File: src/hw/fsr_pkg.sv
/*
  shared constants for the fault flag and stagger register bank: register indices,
  field positions, reset values, load thresholds and encodings.
  assumes nothing of its surroundings; imported by every design file.
*/
package fsr_pkg;
  // register indices as seen by the serial register port
  localparam logic [7:0] FSR_ADDR_FAULT = 8'h05;
  localparam logic [7:0] FSR_ADDR_STEP = 8'h06;
  localparam int FSR_DATA_W = 16;
  localparam int FSR_NUM_CH = 8;

  // fault register layout
  localparam int FSR_BIT_THERMAL = 4;
  localparam int FSR_BIT_OVERCURRENT = 3;
  localparam int FSR_BIT_OVERVOLTAGE = 2;
  localparam int FSR_BIT_STRING_OPEN = 1;
  localparam int FSR_BIT_STRING_SHORT = 0;
  localparam int FSR_NUM_FLAGS = 5;
  localparam int FSR_ID_LSB = 8;
  localparam logic [4:0] FSR_FLAGS_RESET = 5'h00;
  localparam logic [2:0] FSR_FAULT_RSVD = 3'h0;
  // arbitrary identifier value, not tied to any real part
  localparam logic [7:0] FSR_PART_ID_DEFAULT = 8'h5a;

  // stepping and stagger register layout
  localparam int FSR_STEP_LSB = 2;
  localparam int FSR_STAGGER_LSB = 0;
  localparam logic [15:0] FSR_STEP_REG_RESET = 16'h0000;

  // load-based stepping codes
  localparam logic [2:0] FSR_STEP_OFF = 3'h0;
  localparam logic [2:0] FSR_STEP_10_5 = 3'h1;
  localparam logic [2:0] FSR_STEP_8_3 = 3'h2;
  localparam logic [2:0] FSR_STEP_5_2 = 3'h3;

  // load thresholds, in microamps of led current
  localparam logic [15:0] FSR_TH_HI_10MA_UA = 16'h2710; // 10 mA
  localparam logic [15:0] FSR_TH_LO_5MA_UA = 16'h1388; // 5 mA
  localparam logic [15:0] FSR_TH_HI_8MA_UA = 16'h1f40; // 8 mA
  localparam logic [15:0] FSR_TH_LO_3MA_UA = 16'h0bb8; // 3 mA
  localparam logic [15:0] FSR_TH_HI_5MA_UA = 16'h1388; // 5 mA
  localparam logic [15:0] FSR_TH_LO_2MA_UA = 16'h07d0; // 2 mA

  // stagger codes
  localparam logic [1:0] FSR_STAGGER_NONE = 2'h0;
  localparam logic [1:0] FSR_STAGGER_EACH = 2'h1;
  localparam logic [1:0] FSR_STAGGER_PAIRS = 2'h2;
  localparam logic [1:0] FSR_STAGGER_HALVES = 2'h3;

  // frequency choice handed to the boost loop
  typedef enum logic [1:0] {
    FSR_FREQ_FIXED = 2'h0,
    FSR_FREQ_350K = 2'h1,
    FSR_FREQ_650K = 2'h2,
    FSR_FREQ_1M2 = 2'h3
  } fsr_freq_t;
endpackage

File: src/hw/fsr_stagger_phase.sv
/*
  per-channel phase offset generator for pulse dimming stagger.
  assumes one period_start pulse per dimming period and a stable period length.
*/
`timescale 1ns/10ps
module fsr_stagger_phase #(
  parameter int NUM_CH = fsr_pkg::FSR_NUM_CH
) (
  input wire logic core_clk,
  input wire logic rst,
  input wire logic period_start,
  input wire logic [15:0] period_cycles,
  input wire logic [1:0] stagger_mode,
  input wire logic pwm_dim_active,
  output logic [NUM_CH-1:0] chan_start
);
  import fsr_pkg::*;

  logic [15:0] cnt_reg;
  logic running_reg;
  logic [1:0] mode_reg;
  logic [15:0] cur_cnt;
  logic live;

  // mode is latched at the period boundary so a write mid-period cannot double-fire
  always_ff @(posedge core_clk) begin
    if (rst) begin
      mode_reg <= FSR_STAGGER_NONE;
    end else if (period_start) begin
      mode_reg <= pwm_dim_active ? stagger_mode : FSR_STAGGER_NONE;
    end
  end

  // position inside the current dimming period
  always_ff @(posedge core_clk) begin
    if (rst) begin
      cnt_reg <= 16'h0000;
      running_reg <= 1'b0;
    end else if (period_start) begin
      cnt_reg <= 16'h0000;
      running_reg <= (period_cycles > 16'h0001);
    end else if (running_reg) begin
      cnt_reg <= cnt_reg + 16'h0001;
      running_reg <= (cnt_reg + 16'h0002) < period_cycles;
    end
  end

  assign cur_cnt = period_start ? 16'h0000 : cnt_reg + 16'h0001;
  assign live = period_start | running_reg;

  // each channel fires once at its evenly spaced slot
  for (genvar i = 0; i < NUM_CH; i++) begin : g_ch
    logic [2:0] slot;
    logic [1:0] shift;
    logic [18:0] prod;
    logic [15:0] offset;
    logic [1:0] eff_mode;
    always_comb begin
      eff_mode = period_start ? (pwm_dim_active ? stagger_mode : FSR_STAGGER_NONE) : mode_reg;
      case (eff_mode)
        FSR_STAGGER_EACH: begin
          slot = 3'(i);
          shift = 2'h3;
        end
        FSR_STAGGER_PAIRS: begin
          slot = 3'(i >> 1);
          shift = 2'h2;
        end
        FSR_STAGGER_HALVES: begin
          slot = 3'(i >> 2);
          shift = 2'h1;
        end
        default: begin
          slot = 3'h0;
          shift = 2'h0;
        end
      endcase
      prod = period_cycles * slot;
      offset = 16'(prod >> shift);
    end
    always_ff @(posedge core_clk) begin
      if (rst) begin
        chan_start[i] <= 1'b0;
      end else begin
        chan_start[i] <= live && (cur_cnt == offset);
      end
    end
  end
endmodule

File: src/hw/fsr_bank.sv
/*
  fault flag register and load-based frequency stepping / stagger register of a
  backlight led driver, plus the logic those registers steer.
  assumes a word-wide register port from the serial interface engine, synchronous
  to core_clk, and protection events given as one-cycle or level pulses on core_clk.
*/
// How it works
// thermal shutdown event sets fault bit 4; it reads 0 otherwise.
// over-current event sets fault bit 3; it reads 0 otherwise.
// output over-voltage event sets fault bit 2; it reads 0 otherwise.
// open string on any sink sets fault bit 1; it reads 0 otherwise.
// shorted string sets fault bit 0; it reads 0 otherwise.
// flags latch until the fault register is read; all reset to zero.
// bits 4:2 choose load stepping; 000 off at reset, 100-111 reserved.
// code 001: above 10mA 1.2MHz, below 5mA 350kHz, else 650kHz.
// code 010: 650kHz from 8mA, 350kHz below 3mA.
// code 011: 650kHz from 5mA, 350kHz below 2mA.
// stagger bits 1:0: 00 no offset, 01 each channel own phase.
// code 10: channel pairs switch together, four pairs staggered.
// code 11: channels 1-4 and 5-8 grouped, two groups staggered.
// fault register bits 15:8 hold part identifier; bits 7:5 read zero.
// offsets evenly spread over one dimming period, only during pulse dimming.
`timescale 1ns/10ps
module fsr_bank #(
  parameter logic [7:0] PART_ID = fsr_pkg::FSR_PART_ID_DEFAULT, // arbitrary value
  parameter int NUM_CH = fsr_pkg::FSR_NUM_CH
) (
  input wire logic core_clk,
  input wire logic rst,
  input wire logic [7:0] reg_addr,
  input wire logic reg_wr,
  input wire logic reg_rd,
  input wire logic [fsr_pkg::FSR_DATA_W-1:0] reg_wdata,
  output logic [fsr_pkg::FSR_DATA_W-1:0] reg_rdata,
  input wire logic thermal_event,
  input wire logic over_current_protection,
  input wire logic output_over_voltage_protection,
  input wire logic [NUM_CH-1:0] string_open_event,
  input wire logic string_short_event,
  input wire logic [15:0] led_current_ua,
  input wire logic pwm_dim_active,
  input wire logic dim_period_start,
  input wire logic [15:0] dim_period_cycles,
  output fsr_pkg::fsr_freq_t freq_select,
  output logic [NUM_CH-1:0] chan_start,
  output logic thermal_fault_flag,
  output logic overcurrent_fault_flag,
  output logic overvoltage_fault_flag,
  output logic string_open_fault_flag,
  output logic string_short_fault_flag
);
  import fsr_pkg::*;

  logic [FSR_NUM_FLAGS-1:0] flags_reg;
  logic [FSR_NUM_FLAGS-1:0] flags_next;
  logic [FSR_NUM_FLAGS-1:0] flag_events;
  logic [15:0] step_reg;
  logic [2:0] load_based_freq_step;
  logic [1:0] channel_stagger_select;
  logic [7:0] part_identifier_field;
  logic fault_read;
  logic step_write;
  fsr_freq_t freq_next;

  assign part_identifier_field = PART_ID;
  assign fault_read = reg_rd && (reg_addr == FSR_ADDR_FAULT);
  assign step_write = reg_wr && (reg_addr == FSR_ADDR_STEP);
  assign load_based_freq_step = step_reg[FSR_STEP_LSB +: 3];
  assign channel_stagger_select = step_reg[FSR_STAGGER_LSB +: 2];

  // gather raw protection events into flag positions
  always_comb begin
    flag_events = '0;
    flag_events[FSR_BIT_THERMAL] = thermal_event;
    flag_events[FSR_BIT_OVERCURRENT] = over_current_protection;
    flag_events[FSR_BIT_OVERVOLTAGE] = output_over_voltage_protection;
    flag_events[FSR_BIT_STRING_OPEN] = |string_open_event;
    flag_events[FSR_BIT_STRING_SHORT] = string_short_event;
  end

  // clear-on-read; an event in the read cycle re-sets so it is never lost
  assign flags_next = (flags_reg & ~{FSR_NUM_FLAGS{fault_read}}) | flag_events;

  always_ff @(posedge core_clk) begin
    if (rst) begin
      flags_reg <= FSR_FLAGS_RESET;
    end else begin
      flags_reg <= flags_next;
    end
  end

  assign thermal_fault_flag = flags_reg[FSR_BIT_THERMAL];
  assign overcurrent_fault_flag = flags_reg[FSR_BIT_OVERCURRENT];
  assign overvoltage_fault_flag = flags_reg[FSR_BIT_OVERVOLTAGE];
  assign string_open_fault_flag = flags_reg[FSR_BIT_STRING_OPEN];
  assign string_short_fault_flag = flags_reg[FSR_BIT_STRING_SHORT];

  // stepping/stagger register; reserved upper bits are kept as written
  always_ff @(posedge core_clk) begin
    if (rst) begin
      step_reg <= FSR_STEP_REG_RESET;
    end else if (step_write) begin
      step_reg <= reg_wdata;
    end
  end

  // read data is registered; the flags shown are the ones being cleared
  always_ff @(posedge core_clk) begin
    if (rst) begin
      reg_rdata <= '0;
    end else if (reg_rd) begin
      case (reg_addr)
        FSR_ADDR_FAULT: begin
          reg_rdata <= {part_identifier_field, FSR_FAULT_RSVD, flags_reg};
        end
        FSR_ADDR_STEP: begin
          reg_rdata <= step_reg;
        end
        default: begin
          reg_rdata <= '0;
        end
      endcase
    end
  end

  // load-based frequency choice; reserved codes behave as disabled
  always_comb begin
    case (load_based_freq_step)
      FSR_STEP_10_5: begin
        if (led_current_ua > FSR_TH_HI_10MA_UA) begin
          freq_next = FSR_FREQ_1M2;
        end else if (led_current_ua < FSR_TH_LO_5MA_UA) begin
          freq_next = FSR_FREQ_350K;
        end else begin
          freq_next = FSR_FREQ_650K;
        end
      end
      FSR_STEP_8_3: begin
        if (led_current_ua < FSR_TH_LO_3MA_UA) begin
          freq_next = FSR_FREQ_350K;
        end else begin
          freq_next = FSR_FREQ_650K;
        end
      end
      FSR_STEP_5_2: begin
        if (led_current_ua < FSR_TH_LO_2MA_UA) begin
          freq_next = FSR_FREQ_350K;
        end else begin
          freq_next = FSR_FREQ_650K;
        end
      end
      default: begin
        freq_next = FSR_FREQ_FIXED;
      end
    endcase
  end

  // registered so the boost loop never sees a decode glitch
  always_ff @(posedge core_clk) begin
    if (rst) begin
      freq_select <= FSR_FREQ_FIXED;
    end else begin
      freq_select <= freq_next;
    end
  end

  // channel phase generator; stagger only applies while pulse dimming runs
  fsr_stagger_phase #(
    .NUM_CH(NUM_CH)
  ) u_phase (
    .core_clk(core_clk),
    .rst(rst),
    .period_start(dim_period_start),
    .period_cycles(dim_period_cycles),
    .stagger_mode(channel_stagger_select),
    .pwm_dim_active(pwm_dim_active),
    .chan_start(chan_start)
  );
endmodule

File: config.mk
export PLATFORM = sky130hd
export DESIGN_NAME = fsr_bank
export DESIGN_NICKNAME = d
export VERILOG_FILES = /design/src/hw/fsr_pkg.sv /design/src/hw/fsr_stagger_phase.sv /design/src/hw/fsr_bank.sv
export SDC_FILE = /design/constraint.sdc
export NUM_CORES = 1
export LEC_CHECK = 0
export ABC_CLOCK_PERIOD_IN_PS = 8380
export BUFFER_PORTS_ARGS = -buffer_cell sky130_fd_sc_hd__buf_2
export CELL_PAD_IN_SITES_DETAIL_PLACEMENT = 1
export CELL_PAD_IN_SITES_GLOBAL_PLACEMENT = 2
export CORE_ASPECT_RATIO = 0.9
export CORE_UTILIZATION = 34
export DETAILED_ROUTE_END_ITERATION = 10
export PLACE_DENSITY_LB_ADDON = 0.1
export REMOVE_ABC_BUFFERS = 1
export SYNTH_ARGS = -nofsm -noshare
export SYNTH_HDL_FRONTEND = slang
export SYNTH_HIERARCHICAL = 1
export SYNTH_SLANG_ARGS = --single-unit
export TNS_END_PERCENT = 5
File: constraint.sdc
create_clock -name core_clk -period 8.38 [get_ports core_clk]
set_clock_uncertainty 0.2 [all_clocks]
set_input_delay 1.676 -clock core_clk [delete_from_list [all_inputs] [get_ports core_clk]]
set_output_delay 1.676 -clock core_clk [all_outputs]
set_load 0.03 [all_outputs]
==> run metrics, run 1 <==
drt via density=5.95; worst r2r src=step_reg[1]$_SDFFE_PP0P_; Final min period=roughly 7400 ps; via count=roughly 17,000; DIE WIDTH=231 um; FF+latch area=~1300 sq um; cts hold-fix bufs=0; GP Congestion=around 0.92; number of flops mapped to enable cells by yosys=0; async set-reset flop share out of synthesis=0%; leakage power=7.88 nW; PwrDens=46.5 nW/um^2; vias in the first global route=17,500; area added between synthesis and finish=7.78%; initial antenna violation count=2; r2r setup slk=roughly 2100 ps; Filler cells=between 5,000 and 6,000; Gates resized, CTS repair=0; Rows=75; Post-Syn Area=between 15,000 and 20,000 sq um; clk_lat worst skew=380 ps; worst r2r dst=u_phase/chan_start[7]$_SDFF_PP0_; final setup fails=0; Num CTS Buffers=9; Yosys warnings=6; # Max-Cap Violations=0; Multi-input gate area=13,400 sq um; R2R depth=18; Worst EP required=8470 ps; Congestion Overflow GR=0; Worst Path Arrival=about 7500 ps; worst-path fanout max=between 50 and 60; Synth Register Bits=66; TritonCTS clock tree=done; hold path start=step_reg[15]$_SDFFE_PP0P_; post-synth top area cell=ha_1; wire per inst=24.5 um; outcome=completed; Slew HR=31.2%; Post CTS Setup Buffer Count=0; H-tree depth=3; syn_area_per_cell=7.34 sq um; CP startpoint kind=input port; worst hold path type=reg2reg; Peak VDD IR=0.118 mV; CP Class=in2reg; largest net degree at the start of global routing=132; WL final=around 69,000 um; net count reported at finish=2,462; WHS Endpoint=reg_rdata[15]$_SDFFE_PP0P_; clock tree root buffer cell=clkbuf_16; Final WS setup=about 1000 ps; Worst Setup End Kind=flip-flop; max frequency=~140 MHz; IO buf count=104; Starting Density=34.5%; die area=48,100 sq um; top-count cell post-synth=nor2_1; total global-route track usage=between 20% and 30%; Residual DRC=0; Die H=208 um; initial drt markers=~1,000; Synth top cells by count=nor2_1 (228), nand2_1 (162), inv_1 (161); global-route wire length before repair=106,000 um; worst slew pin tran=1030 ps; CTS sink count=66; sequential area share after synthesis=8.24%; Synth Flop Type=dfxtp_1; Place WS=between 600 and 700 ps; Tot Pwr=0.804 mW; fin crit share=approximately 88%; antenna violation net count after detailed routing=0; Core Footprint=between 40,000 and 50,000 sq um; DRT Pass-1 Iters=5; layout cell share with drive strength beyond 1=11.3%; Slew Limit Fails=0; Synth area leaders=ha_1 (9.3%), xnor2_1 (8.4%), dfxtp_1 (8.2%); Synth cell types=between 100 and 150; Post-DP HPWL=55,600 um; final hold vios=0; # IOs=105; Cells after Synth=2,185; Bufs on Longest Clock Path=2; Worst-path clk slew=70 ps; RSZ-0062 raised after global routing=false; hold depth=2; post-synth top area share=9.28%
## layout by cell type, fill, tap and decap left out, types with 62 or more instances in the layout
cell	count
o21ai_0	86
ha_1	118
fa_1	62
inv_1	160
nand2_1	162
a21oi_1	127
dfxtp_1	66
buf_2	104
nor3_1	73
xnor2_1	153
nor2_1	228
## through the flow
| step | setup TNS (ps) | utilization [%] | hold WS (ps) | std cells | instance area [sq um] |
|---|---|---|---|---|---|
| after floorplan | -4690 | - | 257 | 2051 | 15300 |
| after global placement | 0 | 36.6 | 273 | 2812 | 17000 |
| after detailed placement | 0 | 36.6 | 289 | 2812 | 17000 |
| after CTS | 0 | 37.1 | 302 | 2828 | 17300 |
| after global routing | 0 | 37.1 | 339 | 2829 | 17300 |
| final | 0 | 37.1 | 296 | 2830 | 17300 |
## cell type report
class	count	share of cell area (%)
multi-input cells	1822	77.8
diodes	2	0.0289
flip-flops and latches	66	7.64
clock inverters	6	0.239
clock buffers	10	1.32
inverters	163	3.54
well taps	616	4.46
repair buffers	145	5.01
## worst max path at each step
stage / slack [ps] / endpoint / startpoint / cells past startpoint
2_1_floorplan: -1700 / u_phase/chan_start[6]$_SDFF_PP0_ / pwm_dim_active / 19
3_5_place_dp: 650 / u_phase/chan_start[7]$_SDFF_PP0_ / pwm_dim_active / 19
6_report: 1020 / u_phase/chan_start[7]$_SDFF_PP0_ / pwm_dim_active / 19
4_1_cts: 1050 / u_phase/chan_start[7]$_SDFF_PP0_ / pwm_dim_active / 19
3_3_place_gp: 710 / u_phase/chan_start[7]$_SDFF_PP0_ / pwm_dim_active / 19
5_1_grt: 650 / u_phase/chan_start[7]$_SDFF_PP0_ / dim_period_start / 19
## power breakdown
group / internal [mW] / switching [mW] / total (mW)
sequential: 0.319 / 0.00593 / 0.325
clock: 0.200 / 0.169 / 0.369
combinational: 0.0379 / 0.0721 / 0.110
## cell families (layout without fill, tap and decap cells)
group | count (synthesis) | count (layout) | share of synthesized area, %
mux | 72 | 72 | 5.37
compound gates | 590 | 590 | 25.8
flops | 66 | 66 | 8.24
fa+ha+maj | 181 | 181 | 17.0
simple gates | 769 | 769 | 24.0
xor+xnor | 210 | 210 | 11.5
other cells | 0 | 2 | 0
buf+inv | 297 | 324 | 8.12
## critical path: stages
cell and delay, ps:
buf_2 110, and3_1 180, or2_2 330, buf_4 220, ha_4 490, inv_2 100
buf_12 230, nor2_1 390, fa_1 500, ha_1 460, nand4_1 260, a211oi_2 310
nor2_1 110, a22o_1 240, a221oi_1 630, nor3_1 100, a221o_1 290, or4_1 460
nor4_2 300
## routing by layer
layer  GRT usage, %  part of all wire (%)  vias up
met4           7.83                   2.1        2
met3           2.85                   3.8       63
met2           49.4                    48      312
met5              0                 0.019        -
met1           37.9                    46     8538
li1               -                     -     7931
No activity file was read; power rests on OpenSTA's default activity.
==> run 2, diff against run 1 <==
--- a/config.mk
+++ b/config.mk
@@ -7,10 +7,10 @@
 export LEC_CHECK = 0
 export ABC_CLOCK_PERIOD_IN_PS = 8380
 export BUFFER_PORTS_ARGS = -buffer_cell sky130_fd_sc_hd__buf_2
-export CELL_PAD_IN_SITES_DETAIL_PLACEMENT = 1
-export CELL_PAD_IN_SITES_GLOBAL_PLACEMENT = 2
+export CELL_PAD_IN_SITES_DETAIL_PLACEMENT = 0
+export CELL_PAD_IN_SITES_GLOBAL_PLACEMENT = 1
 export CORE_ASPECT_RATIO = 0.9
-export CORE_UTILIZATION = 34
+export CORE_UTILIZATION = 43
 export DETAILED_ROUTE_END_ITERATION = 10
 export PLACE_DENSITY_LB_ADDON = 0.1
 export REMOVE_ABC_BUFFERS = 1
==> run 2 against run 1 <==
- worst hold slack lost 6.1 ps
- first-iteration DRC count grew 35%
- sequential share of layout area up 0.082 points
- setup slack better by 11 ps
- clock-buffer cell count unchanged
- global-route usage grew 3.6 points
- sequential power about the same
- total power increased by 3.8%
- die area fell by 21%
- register-to-register slack improved by 50 ps
- via count decreased by 0.45%
- non-clock buffer count unchanged
- largest power group unchanged
==> run metrics, run 2 (synthesis gave the netlist of run 1 again) <==
hold path start=step_reg[7]$_SDFFE_PP0P_; total global-route track usage=32.3% (+3.6 points); crit-path leading delay family=compound AO/OA/AOI/OAI gates; sequential share of power=38.9% (-1.5 points); post-route insts no fill=2,689 (-5.0%); Worst EP required=8440 ps (-30 ps); via count=16,800 (-0.45%); r2r setup slk=2130 ps (+50 ps); crit path from=pwm_dim_active; Inst Count DP=2,672 (-5.0%); worst r2r src=step_reg[1]$_SDFFE_PP0P_; Residual DRC=0 (unchanged); outcome=completed; net count reported at finish=2,462 (unchanged); RSZ-0062 raised after global routing=false; Rows=66 (-12%); Critical-path top delay cell=o21bai_4; max frequency=136 MHz (+0.15%); Worst Path Buf+Inv=3 (-1); Final WS setup=1030 ps (+10.7 ps); worst hold path type=reg2reg; initial drt markers=1,321 (+35%); Peak VDD IR=0.118 mV (-0.27%); worst slew pin tran=1080 ps (+50.6 ps); Core Footprint=36,400 sq um (-22%); Filler cells=3,853 (-35%); CTS sink count=66 (unchanged); final hold vios=0 (unchanged); Slew Limit Fails=0 (unchanged); global-route wire length before repair=93,600 um (-11%); worst-path fanout max=32 (-42%); worst r2r dst=u_phase/chan_start[5]$_SDFF_PP0_; H-tree depth=3 (unchanged); PwrDens=48.8 nW/um^2 (+4.9%); largest net degree at the start of global routing=70 (-47%); worst path cell trace=buf_2 > and3_1 > or2_2 > buf_4 > ha_4 > o21bai_4 > nor2_1 > fa_1 > ha_1 > inv_1 > fa_1 > nor2b_1 > o31a_1 > a21oi_1 > mux4_2 > xnor2_1 > o2111ai_1 > a311oi_1 > nor4bb_1 > o2111ai_1 > a2111oi_1; WHS Endpoint=reg_rdata[7]$_SDFFE_PP0P_; WL final=61,500 um (-11%); drt via density=6.24 (+4.8%); antenna violation net count after detailed routing=0 (unchanged); leakage power=7.88 nW (about the same); hold depth=2 (unchanged); Bufs on Longest Clock Path=2 (unchanged); CP peak stage delay=710 ps (+80 ps); Worst Setup End Kind=flip-flop; Worst Path Arrival=7410 ps (-40 ps); GP Congestion=0.937 (+1.9%); DIE WIDTH=206 um (-11%); clk_lat worst skew=360 ps (-20 ps); commonest non-fill, non-tap cell in the layout=nor2_1; clock tree root buffer cell=clkbuf_16; sw power=0.239 mW (-3.2%); Die H=185 um (-11%); Final min period=7350 ps (-10.7 ps); # Max-Cap Violations=0 (unchanged); Post CTS Setup Buffer Count=0 (unchanged); Gates resized, CTS repair=0 (unchanged); Starting Density=44.0% (+9.6 points); vias in the first global route=16,200 (-7.6%); Worst-path clk slew=70 ps (about the same); cts hold-fix bufs=0 (unchanged); Num CTS Buffers=9 (unchanged); fin crit share=87.8% (-0.13 points); wire per inst=22.9 um (-6.7%); IO buf count=104 (unchanged); layout cell share with drive strength beyond 1=11.3% (+0.045 points); die area=38,100 sq um (-21%); CP startpoint kind=input port; # IOs=105 (unchanged); combinational share of power=12.9% (-0.8 points); final setup fails=0 (unchanged); internal power=0.595 mW (+6.9%); Post-DP HPWL=49,200 um (-11%); Place WS=740 ps (+85.6 ps); Clock Power Share=48.2% (+2.3 points); DRT Pass-1 Iters=5 (unchanged); sw frac=28.7% (-2.1 points); initial antenna violation count=0 (-2); Slew HR=28.1% (-3.1 points); Congestion Overflow GR=0 (unchanged); most frequent cells in the layout=nor2_1 (228), nand2_1 (162), inv_1 (160); area added between synthesis and finish=6.64%; CP Class=in2reg; R2R depth=20 (+2); TritonCTS clock tree=done
## run 2: tightest hold or removal path, cell delays in order (launching register included)
cell and delay, ps:
dfxtp_1 320, a22oi_1 60, nor2_1 80
## run 2: through the flow
stage | util, % | hold slack (ps) | TNS, ps | area (sq um) | power (mW)
2_1_floorplan | - | 257 | -4690 | 15300 | 0.376
3_3_place_gp | 46.1 | 270 | 0 | 16800 | 0.437
3_5_place_dp | 46.1 | 283 | 0 | 16800 | 0.438
4_1_cts | 47.0 | 295 | 0 | 17100 | 0.848
5_1_grt | 47.0 | 317 | 0 | 17100 | 0.866
6_report | 47.0 | 290 | 0 | 17100 | 0.834
## run 2: layout make-up
type / instances / area [sq um] / share of cell area [%]
Inverter: 163 / 612 / 3.58
Clock buffer: 10 / 239 / 1.40
Clock inverter: 6 / 63.8 / 0.373
Antenna cell: 1 / 2.50 / 0.0146
Multi-Input combinational cell: 1822 / 13400 / 78.6
Sequential cell: 66 / 1320 / 7.72
Tap cell: 476 / 596 / 3.48
Timing Repair Buffer: 145 / 828 / 4.84
## run 2: worst max-delay path by stage
stage	slack, ps	cells past startpoint	to
global placement	750	20	u_phase/chan_start[4]$_SDFF_PP0_
detailed placement	740	21	u_phase/chan_start[5]$_SDFF_PP0_
global route	680	21	u_phase/chan_start[4]$_SDFF_PP0_
floorplan	-1700	19	u_phase/chan_start[6]$_SDFF_PP0_
finish	1030	21	u_phase/chan_start[5]$_SDFF_PP0_
CTS	1110	21	u_phase/chan_start[5]$_SDFF_PP0_
## run 2: per-layer routing
| metal | routed length (um) | track usage (%) | part of all wire, % |
|---|---|---|---|
| met1 | 27300 | 42.9 | 44 |
| met2 | 28600 | 53.6 | 46 |
| met3 | 3900 | 4.66 | 6.3 |
| met4 | 1750 | 10.1 | 2.8 |
| met5 | 0 | 0 | 0 |
## run 2: power groups by stage
| stage | combinational, mW | clock (mW) | sequential (mW) |
|---|---|---|---|
| after floorplan | 0.0370 | 0 | 0.339 |
| after global placement | 0.105 | 0 | 0.332 |
| after detailed placement | 0.106 | 0 | 0.331 |
| after CTS | 0.106 | 0.417 | 0.325 |
| after global routing | 0.115 | 0.426 | 0.325 |
| final | 0.107 | 0.402 | 0.325 |
==> run 3, diff against run 2 <==
--- a/config.mk
+++ b/config.mk
@@ -5,15 +5,15 @@
 export SDC_FILE = /design/constraint.sdc
 export NUM_CORES = 1
 export LEC_CHECK = 0
+export ABC_AREA = 1
 export ABC_CLOCK_PERIOD_IN_PS = 8380
 export BUFFER_PORTS_ARGS = -buffer_cell sky130_fd_sc_hd__buf_2
 export CELL_PAD_IN_SITES_DETAIL_PLACEMENT = 0
 export CELL_PAD_IN_SITES_GLOBAL_PLACEMENT = 1
 export CORE_ASPECT_RATIO = 0.9
-export CORE_UTILIZATION = 43
+export CORE_UTILIZATION = 39
 export DETAILED_ROUTE_END_ITERATION = 10
 export PLACE_DENSITY_LB_ADDON = 0.1
-export REMOVE_ABC_BUFFERS = 1
 export SYNTH_ARGS = -nofsm -noshare
 export SYNTH_HDL_FRONTEND = slang
 export SYNTH_HIERARCHICAL = 1
==> run 3 against run 2 <==
- sequential power rose by 1%
- clock power rose by 10%
- setup slack improved by 310 ps
- worst hold slack got worse by 29 ps
- sequential cell count did not move
- cell count rose by 34%
- critical endpoint unchanged
- first-iteration DRC count rose by 64%
==> run metrics, run 3 <==
outcome=completed; Critical-path top delay cell=ha_1; sequential area share after synthesis=8.10% (-0.14 points); Filler cells=4,595 (+19%); syn_area_per_cell=5.40 sq um (-26%); FF+latch area=1320 sq um (unchanged); Slew HR=25.9% (-2.1 points); Residual DRC=0 (unchanged); most frequent cells in the layout=nand2_1 (1,091), nand3_1 (518), inv_1 (442); final hold vios=0 (unchanged); Cells after Synth=3,019 (+38%); Multi-input gate area=12,900 sq um (-4.4%); Congestion Overflow GR=0 (unchanged); die area=42,600 sq um (+12%); Num CTS Buffers=9 (unchanged); post-synth top area cell=nand2_1; Core Footprint=40,900 sq um (+12%); Worst-path clk slew=80 ps (about the same); Worst Setup End Kind=flip-flop; hold_ws=261 ps (-28.6 ps); PwrDens=85.2 nW/um^2 (+75%); Post CTS Setup Buffer Count=0 (unchanged); Tot Pwr=1.50 mW (+79%); Peak VDD IR=0.0695 mV (-41%); WL final=73,800 um (+20%); Worst EP required=8490 ps (+50 ps); Die H=196 um (+5.8%); clock tree root buffer cell=clkbuf_16; Rows=70 (+6.1%); drt via density=5.59 (-10%); most used cell, CP=nand2_1; Worst Path Arrival=7160 ps (-250 ps); total global-route track usage=34.7% (+2.4 points); fin crit share=84.1% (-3.7 points); worst hold path type=reg2reg; clk_lat worst skew=370 ps (about the same); Starting Density=39.9% (-4.2 points); largest net degree at the start of global routing=84 (+20%); Yosys warnings=6 (unchanged); DIE WIDTH=218 um (+5.8%); max frequency=142 MHz (+4.4%); CTS sink count=66 (unchanged); number of flops mapped to enable cells by yosys=0 (unchanged); Post-Synthesis Net Count=approximately 3,300; initial antenna violation count=0 (unchanged); # IOs=105 (unchanged); CP peak stage delay=630 ps (-80 ps); initial drt markers=2,170 (+64%); worst slew pin tran=1110 ps (+28.0 ps); IO buf count=104 (unchanged); Synth top cells by count=nand2_1 (1,091), nand3_1 (518), inv_1 (442); async set-reset flop share out of synthesis=0% (unchanged); top-count cell post-synth=nand2_1; worst-path fanout max=15 (-53%); Setup TNS=0 ps (unchanged); wire per inst=20.5 um (-11%); Post-Syn Area=16,300 sq um (+1.7%); Cell Area, Placed=17,200 sq um (+2.7%); vias in the first global route=18,500 (+14%); GP Congestion=1.02 (+8.5%); CP startpoint kind=input port; commonest non-fill, non-tap cell in the layout=nand2_1; Bufs on Longest Clock Path=2 (unchanged); Post-DP HPWL=58,300 um (+19%); Synth Register Bits=66 (unchanged); area added between synthesis and finish=7.76%; TritonCTS clock tree=done; leakage power=10.2 nW (+30%); via count=20,200 (+20%); cts hold-fix bufs=0 (unchanged); post-synth top area share=25.1% (+16 points); global-route wire length before repair=112,000 um (+19%); DRT Pass-1 Iters=6 (+1); Synth cell types=51 (-54%); CP Class=in2reg; Synth Flop Type=dfxtp_1; # Max-Cap Violations=0 (unchanged); Synth area leaders=nand2_1 (25%), nand3_1 (16%), inv_1 (10%); antenna violation net count after detailed routing=0 (unchanged); RSZ-0062 raised after global routing=false; Gates resized, CTS repair=0 (unchanged); layout cell share with drive strength beyond 1=6.41% (-4.9 points); final setup fails=0 (unchanged); Slew Limit Fails=0 (unchanged); net count reported at finish=3,321 (+35%); final instance area=17,600 sq um (+2.7%); Inserted Diodes=0 (-1); H-tree depth=3 (unchanged); Final min period=7040 ps (-310 ps)
-- run 3: changes by cell type after synthesis, moves of 42 or more --
| cell | change |
|---|---|
| nand2_1 | +929 |
| nand3_1 | +470 |
| inv_1 | +281 |
| xnor2_1 | -143 |
| mux2i_1 | -49 |
| nor3_1 | -49 |
| a21o_1 | -43 |
| and2_1 | -43 |
| nor2_1 | -42 |
-- run 3: critical path: cells and delay by family --
family	cells	cell delay [ps]
adders and majority gates	4	1670
AOI/OAI and AO/OA	1	70
buffers and inverters	6	1400
and+or+nand+nor	19	2340
-- run 3: report_power, final --
group | total [mW] | internal, mW | leakage, nW | switching [mW]
Sequential | 0.329 | 0.321 | 0.536 | 0.00821
Combinational | 0.726 | 0.225 | 9.53 | 0.501
Clock | 0.442 | 0.263 | 0.160 | 0.179
-- run 3: cells by family (layout without fill, tap and decap cells) --
| family | Yosys count | after routing | share of synthesized area (%) |
|---|---|---|---|
| compound gates | 262 | 262 | 8.61 |
| simple gates | 1909 | 1909 | 50.2 |
| xor+xnor | 55 | 55 | 3.09 |
| mux | 1 | 1 | 0.0614 |
| flops | 66 | 66 | 8.10 |
| buf+inv | 545 | 597 | 13.2 |
| fa+ha+maj | 181 | 181 | 16.7 |
-- run 3: cell type report --
type                    instances  area share [%]
clock buffers                   9            1.28
clock inverters                 7           0.570
inverters                     457            9.81
multi-input cells            2408            73.2
flip-flops and latches         66            7.52
well taps                     540            3.84
repair buffers                124            3.82
-- run 3: path summary, 6_finish.rpt --
| kind | from | endpoint | slack [ps] | cells after the start |
|---|---|---|---|---|
| worst max-delay path | dim_period_start | u_phase/chan_start[5]$_SDFF_PP0_ | 1340 | 30 |
| worst min-delay path | step_reg[15]$_SDFFE_PP0P_ | reg_rdata[15]$_SDFFE_PP0P_ | 260 | 2 |
| worst max register to register | step_reg[1]$_SDFFE_PP0P_ | u_phase/chan_start[5]$_SDFF_PP0_ | 3010 | 30 |
| worst min register to register | step_reg[15]$_SDFFE_PP0P_ | reg_rdata[15]$_SDFFE_PP0P_ | 260 | 2 |
-- run 3: per-stage QoR --
stage,instances,setup WS (ps),utilization [%]
floorplan,3019,2200,-
global placement,3595,1180,42.2
detailed placement,3595,1040,42.2
CTS,3611,1440,43.0
global route,3611,865,43.0
finish,3611,1340,43.0
-- run 3: layer usage --
| metal | global-route usage (%) | part of all wire (%) | vias to the layer above |
|---|---|---|---|
| met2 | 50.6 | 41 | 1006 |
| met5 | 0 | 0 | - |
| met1 | 50.7 | 46 | 9324 |
| met3 | 7.18 | 11 | 119 |
| li1 | - | - | 9724 |
| met4 | 9.70 | 2.8 | 0 |
